==> src/hdl/mmd_cfg.svh <==
`ifndef MMD_CFG_SVH
`define MMD_CFG_SVH
// register indices in configuration space
`define MMD_IDX_STRAP    4'h0
`define MMD_IDX_PWIN     4'h1
`define MMD_IDX_LOTOP    4'h2
`define MMD_IDX_HITOP_L  4'h3
`define MMD_IDX_HITOP_H  4'h4
`define MMD_IDX_NCBASE_L 4'h5
`define MMD_IDX_NCBASE_H 4'h6
`define MMD_IDX_NCLIM_L  4'h7
`define MMD_IDX_NCLIM_H  4'h8
`define MMD_IDX_HIDE1    4'h9
`define MMD_IDX_HIDE2    4'hA
// field positions
`define MMD_PW_BASE_LSB  20
`define MMD_PW_SIZE_LSB  1
`define MMD_GRAN_LSB     26
// lane split strap codes
`define MMD_LANE_X16     3'h7
`define MMD_LANE_X8X8    3'h6
`define MMD_LANE_X4      3'h5
// reset values
`define MMD_STRAP_FIXED  32'h0000_0018
`define MMD_PW_BASE_RST  12'hFE0
`define MMD_PW_SIZE_RST  3'h4
`define MMD_PW_EN_RST    1'b1
`define MMD_NC_BASE_RST  38'h3F_FFFF_FFFF
`define MMD_NC_LIM_RST   38'h00_0000_0000
`define MMD_HIDE_RST     32'h0000_0000
// writable and lock-protected bit masks
`define MMD_HIDE1_WMASK  32'h0C00_1079
`define MMD_HIDE2_WMASK  32'h0000_0038
`define MMD_HIDE1_LOCKED 32'h0C00_0000
// smallest protected window in bytes
`define MMD_PW_MIN_BYTES 33'h0_0008_0000
`endif

==> src/hdl/mmd_pkg.sv <==
package mmd_pkg;
  // originator of a configuration access, one-hot
  typedef enum logic [2:0] {
    MMD_SRC_HOST  = 3'b001,
    MMD_SRC_JTAG  = 3'b010,
    MMD_SRC_SMBUS = 3'b100
  } mmd_src_t;
endpackage

==> src/hdl/mmd_decode.sv <==
`timescale 1ns/1ps
`default_nettype none
`include "mmd_cfg.svh"
module mmd_decode
  import mmd_pkg::*;
(
  // clock and reset
  input  wire logic        core_clk_i,
  input  wire logic        nrst_i,
  // strap and lock inputs
  input  wire logic [2:0]  lane_strap_i,
  input  wire logic        trusted_lock_bit_i,
  // configuration register port
  input  wire logic        cfg_wr_i,
  input  wire logic        cfg_rd_i,
  input  wire logic [3:0]  cfg_idx_i,
  input  wire logic [31:0] cfg_wdata_i,
  output logic [31:0]      cfg_rdata_o,
  output logic             cfg_ack_o,
  // inbound address decode
  input  wire logic        dec_valid_i,
  input  wire logic        dec_is64_i,
  input  wire logic [63:0] dec_addr_i,
  output logic             dec_done_o,
  output logic             main_mem_o,
  output logic             prot_hit_o,
  output logic             noncoh_o,
  // configuration access check
  input  wire logic        acc_valid_i,
  input  wire logic [2:0]  acc_src_i,
  input  wire logic [4:0]  acc_dev_i,
  input  wire logic [2:0]  acc_func_i,
  input  wire logic        acc_secondary_i,
  output logic             acc_done_o,
  output logic             acc_abort_o
);

  logic [2:0]  lane_strap;         // captured strap code
  logic [11:0] protected_window_base;
  logic [2:0]  protected_window_size;
  logic        protected_window_enable;
  logic        pw_written;         // write-once consumed
  logic [5:0]  low_memory_top_field;
  logic [37:0] high_memory_top_field;
  logic [37:0] noncoherent_base_field;
  logic [37:0] noncoherent_limit_field;
  logic [31:0] hide1;              // first hide register
  logic [31:0] hide2;              // second hide register
  logic [32:0] pw_lo;              // window start, bytes
  logic [32:0] pw_hi;              // window end, exclusive
  logic [32:0] addr33;             // low address, widened
  logic        hide_hit;           // target hidden now

  // window size in bytes; zero for reserved codes
  function automatic logic [32:0] pw_bytes(input logic [2:0] code);
    pw_bytes = 33'h0;
    if (code <= 3'h4) begin
      pw_bytes = `MMD_PW_MIN_BYTES << code;
    end
  endfunction

  // is this device/function hidden from a host access
  function automatic logic hidden(input logic [31:0] h1,
                                  input logic [31:0] h2,
                                  input logic [4:0]  dev,
                                  input logic [2:0]  fn);
    hidden = 1'b0;
    case (dev)
      5'd0, 5'd3, 5'd4, 5'd5, 5'd6: begin
        hidden = h1[dev];
      end
      5'd8: begin
        case (fn)
          3'd0:    hidden = h2[3];
          3'd1:    hidden = h2[4];
          3'd2:    hidden = h2[5];
          3'd3:    hidden = h1[12];
          default: hidden = 1'b0;
        endcase
      end
      5'd16: begin
        if (fn == 3'd0) begin
          hidden = h1[26];
        end else if (fn == 3'd1) begin
          hidden = h1[27];
        end
      end
      default: hidden = 1'b0;
    endcase
  endfunction

  // strap is sampled while reset is held, then frozen
  always_ff @(posedge core_clk_i) begin
    if (!nrst_i) begin
      lane_strap <= lane_strap_i;
    end
  end

  // protected window control, write once after reset
  always_ff @(posedge core_clk_i) begin
    if (!nrst_i) begin
      protected_window_base   <= `MMD_PW_BASE_RST;
      protected_window_size   <= `MMD_PW_SIZE_RST;
      protected_window_enable <= `MMD_PW_EN_RST;
      pw_written              <= 1'b0;
    end else if (cfg_wr_i && cfg_idx_i == `MMD_IDX_PWIN && !pw_written) begin
      // reserved bits 19:4 simply not stored
      protected_window_base   <= cfg_wdata_i[31:20];
      protected_window_size   <= cfg_wdata_i[3:1];
      protected_window_enable <= cfg_wdata_i[0];
      pw_written              <= 1'b1;
    end
  end

  // memory top limits; software is trusted to set high once
  always_ff @(posedge core_clk_i) begin
    if (!nrst_i) begin
      low_memory_top_field  <= 6'h00;
      high_memory_top_field <= 38'h0;
    end else if (cfg_wr_i) begin
      case (cfg_idx_i)
        `MMD_IDX_LOTOP: begin
          low_memory_top_field <= cfg_wdata_i[31:26];
        end
        `MMD_IDX_HITOP_L: begin
          high_memory_top_field[5:0] <= cfg_wdata_i[31:26];
        end
        `MMD_IDX_HITOP_H: begin
          high_memory_top_field[37:6] <= cfg_wdata_i;
        end
        default: begin
        end
      endcase
    end
  end

  // non-coherent range, empty (base above limit) at reset
  always_ff @(posedge core_clk_i) begin
    if (!nrst_i) begin
      noncoherent_base_field  <= `MMD_NC_BASE_RST;
      noncoherent_limit_field <= `MMD_NC_LIM_RST;
    end else if (cfg_wr_i) begin
      case (cfg_idx_i)
        `MMD_IDX_NCBASE_L: noncoherent_base_field[5:0]   <= cfg_wdata_i[31:26];
        `MMD_IDX_NCBASE_H: noncoherent_base_field[37:6]  <= cfg_wdata_i;
        `MMD_IDX_NCLIM_L:  noncoherent_limit_field[5:0]  <= cfg_wdata_i[31:26];
        `MMD_IDX_NCLIM_H:  noncoherent_limit_field[37:6] <= cfg_wdata_i;
        default: begin
        end
      endcase
    end
  end

  // hide registers; device sixteen bits freeze under lock
  always_ff @(posedge core_clk_i) begin
    if (!nrst_i) begin
      hide1 <= `MMD_HIDE_RST;
      hide2 <= `MMD_HIDE_RST;
    end else if (cfg_wr_i && cfg_idx_i == `MMD_IDX_HIDE1) begin
      if (trusted_lock_bit_i) begin
        // keep locked bits, update the rest
        hide1 <= (hide1 & `MMD_HIDE1_LOCKED) |
                 (cfg_wdata_i & `MMD_HIDE1_WMASK & ~`MMD_HIDE1_LOCKED);
      end else begin
        hide1 <= cfg_wdata_i & `MMD_HIDE1_WMASK;
      end
    end else if (cfg_wr_i && cfg_idx_i == `MMD_IDX_HIDE2) begin
      hide2 <= cfg_wdata_i & `MMD_HIDE2_WMASK;
    end
  end

  // register read-back, one cycle after the strobe
  always_ff @(posedge core_clk_i) begin
    if (!nrst_i) begin
      cfg_rdata_o <= 32'h0000_0000;
      cfg_ack_o   <= 1'b0;
    end else begin
      cfg_ack_o   <= cfg_rd_i | cfg_wr_i;
      cfg_rdata_o <= 32'h0000_0000; // unmapped reads zero
      if (cfg_rd_i) begin
        case (cfg_idx_i)
          `MMD_IDX_STRAP:    cfg_rdata_o <= `MMD_STRAP_FIXED | {29'h0, lane_strap};
          `MMD_IDX_PWIN:     cfg_rdata_o <= {protected_window_base, 16'h0000,
                                             protected_window_size,
                                             protected_window_enable};
          `MMD_IDX_LOTOP:    cfg_rdata_o <= {low_memory_top_field, 26'h0};
          `MMD_IDX_HITOP_L:  cfg_rdata_o <= {high_memory_top_field[5:0], 26'h0};
          `MMD_IDX_HITOP_H:  cfg_rdata_o <= high_memory_top_field[37:6];
          `MMD_IDX_NCBASE_L: cfg_rdata_o <= {noncoherent_base_field[5:0], 26'h0};
          `MMD_IDX_NCBASE_H: cfg_rdata_o <= noncoherent_base_field[37:6];
          `MMD_IDX_NCLIM_L:  cfg_rdata_o <= {noncoherent_limit_field[5:0], 26'h0};
          `MMD_IDX_NCLIM_H:  cfg_rdata_o <= noncoherent_limit_field[37:6];
          `MMD_IDX_HIDE1:    cfg_rdata_o <= hide1;
          `MMD_IDX_HIDE2:    cfg_rdata_o <= hide2;
          default:           cfg_rdata_o <= 32'h0000_0000;
        endcase
      end
    end
  end

  // protected window bounds, 33 bits so the end never wraps
  always_comb begin
    pw_lo  = {1'b0, protected_window_base, 20'h00000};
    pw_hi  = pw_lo + pw_bytes(protected_window_size);
    addr33 = {1'b0, dec_addr_i[31:0]};
  end

  // address classification, registered one cycle
  always_ff @(posedge core_clk_i) begin
    if (!nrst_i) begin
      dec_done_o <= 1'b0;
      main_mem_o <= 1'b0;
      prot_hit_o <= 1'b0;
      noncoh_o   <= 1'b0;
    end else begin
      dec_done_o <= dec_valid_i;
      main_mem_o <= 1'b0;
      prot_hit_o <= 1'b0;
      noncoh_o   <= 1'b0;
      if (dec_valid_i) begin
        if (!dec_is64_i) begin
          // low region always starts at zero
          main_mem_o <= dec_addr_i[31:26] <= low_memory_top_field;
        end else begin
          main_mem_o <= (dec_addr_i[63:32] != 32'h0) &&
                        (dec_addr_i[63:26] <= high_memory_top_field);
        end
        // reserved size codes give an empty window
        prot_hit_o <= protected_window_enable && (dec_addr_i[63:32] == 32'h0) &&
                      (addr33 >= pw_lo) && (addr33 < pw_hi);
        noncoh_o <= (dec_addr_i[63:26] >= noncoherent_base_field) &&
                    (dec_addr_i[63:26] <= noncoherent_limit_field);
      end
    end
  end

  // only host primary-side config accesses can be hidden
  always_comb begin
    hide_hit = (acc_src_i == MMD_SRC_HOST) && !acc_secondary_i &&
               hidden(hide1, hide2, acc_dev_i, acc_func_i);
  end

  // config access verdict, one cycle after request
  always_ff @(posedge core_clk_i) begin
    if (!nrst_i) begin
      acc_done_o  <= 1'b0;
      acc_abort_o <= 1'b0;
    end else begin
      acc_done_o  <= acc_valid_i;
      acc_abort_o <= acc_valid_i && hide_hit;
    end
  end
endmodule
`default_nettype wire

==> config.mk <==
export PLATFORM = sky130hd
export DESIGN_NAME = mmd_decode
export DESIGN_NICKNAME = d
export VERILOG_FILES = /design/src/hdl/mmd_pkg.sv /design/src/hdl/mmd_decode.sv
export VERILOG_INCLUDE_DIRS = /design/src /design/src/hdl
export SDC_FILE = /design/constraint.sdc
export NUM_CORES = 1
export LEC_CHECK = 0
export ABC_AREA = 1
export BUFFER_PORTS_ARGS = -buffer_cell sky130_fd_sc_hd__clkbuf_2
export CAP_MARGIN = 15
export CORE_UTILIZATION = 55
export DETAILED_ROUTE_END_ITERATION = 10
export PLACE_DENSITY = 0.84
export SYNTH_ARGS = -nofsm -noshare
export SYNTH_HDL_FRONTEND = slang
export SYNTH_SLANG_ARGS = --single-unit
export TNS_END_PERCENT = 10
==> constraint.sdc <==
create_clock -name core_clk_i -period 2.9 [get_ports core_clk_i]
set_input_delay 0.58 -clock core_clk_i [delete_from_list [all_inputs] [get_ports core_clk_i]]
set_output_delay 0.58 -clock core_clk_i [all_outputs]
set_load 0.1 [all_outputs]
# Word level (Yosys, flattened, before mapping)
# Index checks and enable logic that the tools add are counted.
# totals
input_bits,123
out_inout_bits,39
word_cells,95
register_bits,214
# classes
n_shift,1
mux,10
add_sub_neg,1
n_reduce_logical,30
bitwise_logic,3
order_cmp,8
n_eq_ne,20
# op_table
op,n
32-bit case mux with 11 select lines,1
38-bit less-or-equal comparator,2
38-bit >= comparator,1
32-bit by 33-bit adder with 33-bit output,1
32-bit by 33-bit less-than comparator with 1-bit output,1
33-bit 2-to-1 mux,1
20-bit by 3-bit left shift with 33-bit output (first input constant),1
32-bit >= comparator,1
32-bit logical NOT,1
32-bit nonzero test,1
28-bit 2-to-1 mux,1
28-bit by 13-bit bitwise OR with 28-bit output,1
2-bit AND reduction,10
4-bit by 3-bit == test with 1-bit output (second input constant),4
5-bit by 3-bit == test with 1-bit output (second input constant),3
4-bit == test (second input constant),3
1-bit logical AND,12
4-bit by 2-bit == test with 1-bit output (second input constant),2
3-bit by 1-bit == test with 1-bit output (second input constant),2
3-bit by 2-bit == test with 1-bit output (second input constant),2
6-bit less-or-equal comparator,1
5-bit by 6-bit less-than comparator with 1-bit output (second input constant),1
1-bit binary-select mux with 5-bit select,1
5-bit by 2-bit == test with 1-bit output (second input constant),1
other kinds (14),18

# Depth between registers and ports, before layout
# depth
depth_word,6
depth_mapped,20
mapped_depth_nobuf,20

# Worst setup path before layout
# No wires, ideal clock.
# synth_path
path_type,register to register
start,register protected_window_size[0]
end,register prot_hit_o
n_path_buf,0
t_arrival_ns,2.389
path_slack_ns,0.395
stages_incl_launch_ff,21
path_cell_list,dfxtp_1 > inv_1 > nor3_1 > ha_1 > nand2_1 > nand2_1 > nand3_1 > nand2_1 > a21oi_1 > o21ai_0 > xor2_1 > ha_1 > inv_1 > nor3_1 > nor3_1 > nand2_1 > nand2_1 > nand2_1 > nand2_1 > nand2_1 > a21oi_1
# synth_between
elab_chain_len,5
# synth_rtl
item,line,rtl
"start, declared",mmd_decode.sv:40,logic [2:0] protected_window_size;
"start signal, assigned",mmd_decode.sv:103,protected_window_size <= `MMD_PW_SIZE_RST;
"start signal, assigned",mmd_decode.sv:109,protected_window_size <= cfg_wdata_i[3:1];
3-bit less-or-equal comparator or 20-bit by 3-bit left shift with 33-bit output (tied branches),-,
33-bit 2-to-1 mux (*),mmd_decode.sv:57,if (code <= 3'h4) begin
32-bit by 33-bit adder with 33-bit output (*),mmd_decode.sv:204,pw_hi = pw_lo + pw_bytes(protected_window_size);
32-bit by 33-bit less-than comparator with 1-bit output (*),mmd_decode.sv:230,(addr33 >= pw_lo) && (addr33 < pw_hi);
1-bit logical AND (*),mmd_decode.sv:230,
"end signal, assigned",mmd_decode.sv:229,prot_hit_o <= protected_window_enable && (dec_addr_i[63:32] == 32'h0) &&
"end, declared",mmd_decode.sv:26,"output logic prot_hit_o,"
# Every way passes the cells marked *; elsewhere a longest branch is shown, timed or not.
# A chain may end at the register's enable or synchronous reset.

# Worst setup path in the final report
# layout_path
start,register protected_window_size[1]
end,register prot_hit_o
# The elaborated chain is that of the path after synthesis.

==> results by group <==
Clock tree
  – Sinks on Clock Net: 190
  – Maximum clock path buffer count: 2
  – Clock root buffer: clkbuf_16
  – Clock-pin slew on the worst setup and hold paths: 0.07 ns
  – H-tree depth: 4
  – Worst skew pair latency: 0.44 ns
  – CTS tree: yes
  – TritonCTS buffer count: 17

Layout
  – Layout area overhead: 15.0%
  – Design Area, Final: 0.0129 mm2
  – Nets: 1920
  – Layout Utilization: 65.5%
  – N_diodes: 0
  – Layout cells sized above 1: 15.0%

STA
  – Final Setup Violations: 0
  – Worst-margin pin slew: 0.647 ns
  – Period utilization: 92.0%
  – Min Clock Period, post-route: 2.67 ns
  – Pins Over Slew Limit: 0
  – Final hold viol count: 0
  – Worst Clk Skew: 0.00895 ns
  – Hold WS: 0.311 ns
  – Setup TNS: 0 ns
  – Fmax: 375 MHz
  – Relative slew slack: 56.8%

Synthesis
  – Sequential-to-total area share from yosys stat: 34.1%
  – Register bit total from synthesis: 190
  – Top_reg_cell synth: dfxtp_1
  – Gate Count Post-Synth: 1499
  – Synth Warn #: 0
  – EDFF count, synth: 3
  – Synth Area per Inst: 7.49 um2
  – Synth unique cells: 43
  – Synthesized area: 0.0112 mm2
  – Async set or reset register ratio after synthesis: 0%

Setup path
  – CP most frequent cell: nand2_1
  – Crit. End Element: flop
  – Setup Crit Path Kind: flop to flop
  – CP bufs+invs: 2
  – Slowest stage cell, crit path: dfxtp_1
  – Crit path max-delay family: simple AND/OR/NAND/NOR gates
  – Worst path required time: 3.24 ns
  – Worst path cell trace: inv_2 > nor3_2 > ha_1 > nand2_1 > nand2_1 > nand3_1 > nand2_1 > a21oi_2 > o21ai_2 > xor2_1 > ha_1 > inv_1 > nor3_1 > nor3_1 > nand2_1 > nand2_1 > nand2_1 > nand2_1 > nand2_1 > a21oi_1
  – Worst EP arrival: 3.00 ns
  – Crit path max fanout: 5
  – CP Launch Type: flop
  – Slowest stage delay, CP: 0.42 ns

Placement
  – Post-DP Area: 0.0122 mm2
  – HPWL Detailed: 25.0 mm
  – I/O Buffers: 161
  – Gpl congestion: 0.944

Floorplan
  – Top Ports: 162
  – Starting Density: 56.9%
  – Die Y: 145 um
  – Cell row count: 51
  – Die W: 145 um
  – Die area: 0.0210 mm2
  – Core area: 0.0197 mm2

Status
  – Status: completed

Power and ir drop
  – Worst-case vdd ir drop: 0.436 mV
  – Leakage: 6.11 nW
  – Total power after layout: 6.04 mW
  – Power per standard cell area: 468 mW/mm2

Global route
  – Largest net degree at the start of global routing: 65
  – Global-route wire length before repair: 52.4 mm
  – Grt total ovfl: 0
  – Gr usage total: 32.7%
  – Number of global-route vias before repair: 10400
  – Initial antenna violation count: 0

Drt
  – Routed Antenna Nets: 0
  – DR vias: 11000
  – Via density: 5.75
  – Final WL: 33.3 mm
  – Initial drt markers: 962
  – DR pass1 iterations: 5
  – # DRC: 0
  – Drt wl/cell: 17.3 um

Worst hold path
  – Hold Crit Class: primary input to flop

Job
  – Max-Cap Viols: 0
-- where the power goes --
group / internal, mW / switching, mW
sequential: 2.67 / 0.0249
combinational: 0.312 / 0.619
clock: 1.31 / 1.11
total: 4.29 / 1.75
-- layout make-up --
type	count	area, um2
fillers	1686	6810
clock inverters	11	121
well taps	265	332
inverters	223	837
multi-input cells	1032	6330
clock buffers	21	480
repair buffers	180	973
flip-flops and latches	190	3840
-- layer usage --
| metal | routed length, um | vias up | part of all wire (%) | track usage [%] |
|---|---|---|---|---|
| met5 | 0 | - | 0 | 0 |
| li1 | - | 5406 | - | - |
| met1 | 13800 | 5010 | 42 | 42.2 |
| met4 | 1360 | 0 | 4.1 | 16.1 |
| met3 | 2880 | 95 | 8.6 | 4.61 |
| met2 | 15200 | 531 | 46 | 53.5 |
-- flip-flops by register name, indices dropped and copies added, names as in the netlist --
register                 cells
acc_abort_o                  1
acc_done_o                   1
cfg_ack_o                    1
cfg_rdata_o                 32
dec_done_o                   1
hide1                        8
hide2                        3
high_memory_top_field       38
lane_strap                   3
low_memory_top_field         6
main_mem_o                   1
noncoh_o                     1
noncoherent_base_field      38
noncoherent_limit_field     38
prot_hit_o                   1
protected_window_base       12
protected_window_enable      1
protected_window_size        3
pw_written                   1
-- cell usage after synthesis (2+ instances only) --
master    count  area, um2
nor4_1       16        100
clkbuf_2      3       15.0
ha_1        152       1900
nand3_1      32        160
nand2_2       5       31.3
a31oi_1       2       12.5
buf_4         7       52.6
nor2_4        3       33.8
nor2_2        5       31.3
a21oi_1     223       1120
nor3_1       17       85.1
clkinv_1      2       7.51
a221oi_1     14        123
inv_1       213        800
buf_6         3       33.8
xnor2_1       3       26.3
a311oi_1      2       17.5
nor2_1       89        334
o211ai_1      4       30.0
o22ai_1      37        231
nand2_1     194        728
o21ai_1      10       50.1
nand4_1      16        100
o21a_1        6       45.0
dfxtp_1     187       3740
edfxtp_1      3       90.1
inv_2         8       30.0
a21o_1        3       22.5
o221ai_1      8       70.1
clkbuf_1     25       93.8
buf_2        17       85.1
xor2_1        7       61.3
o21ai_0     170        851
a211oi_1      2       15.0
o21bai_1      3       22.5
-- layout by cell type, fill, tap and decap left out, types with 4 or more instances in the layout --
master,n
nand2_1,194
o221ai_1,8
clkbuf_2,161
clkbuf_8,4
o22ai_1,37
inv_2,10
nand3_1,32
o21a_1,6
buf_4,17
clkbuf_16,17
nor3_2,4
nor4_1,16
inv_1,211
nand4_1,16
a221oi_1,14
a21oi_1,222
o21ai_0,169
nor2_1,88
nand2_2,5
xor2_1,7
o211ai_1,4
nor2_2,6
dfxtp_1,185
nor3_1,12
ha_1,151
o21ai_1,10
-- cell families after synthesis --
group | share of synthesized area, %
AO/OA/AOI/OAI | 23.3
buffers and inverters | 9.99
AND/OR/NAND/NOR | 14.6
XOR/XNOR | 0.780
flip-flops | 34.1
adder cells (fa/ha/maj) | 17.1
other | 0.0334
-- worst paths after layout --
path,from,depth (start not counted),to,slack [ns]
worst min-delay path,lane_strap_i[0],1,lane_strap[0],0.31
worst min register to register,high_memory_top_field[2],2,high_memory_top_field[2],0.48
worst max-delay path,protected_window_size[1],20,prot_hit_o,0.23
worst max register to register,protected_window_size[1],20,prot_hit_o,0.23
-- repair_timing --
item / CTS / global route
hold buffers: 0 / 0
buffers inserted: 0 / 3
resized for setup: 0 / 17
endpoints found under the setup margin: 0 / 1
-- metrics by stage --
stage	instances	setup WS (ns)
after CTS	1919	0.0398
after detailed placement	1887	0.0543
after global placement	1887	0.149
final	1922	0.233
after global routing	1922	-0.0232
after floorplan	1501	0.395
Power figures use the tool's default switching activity.
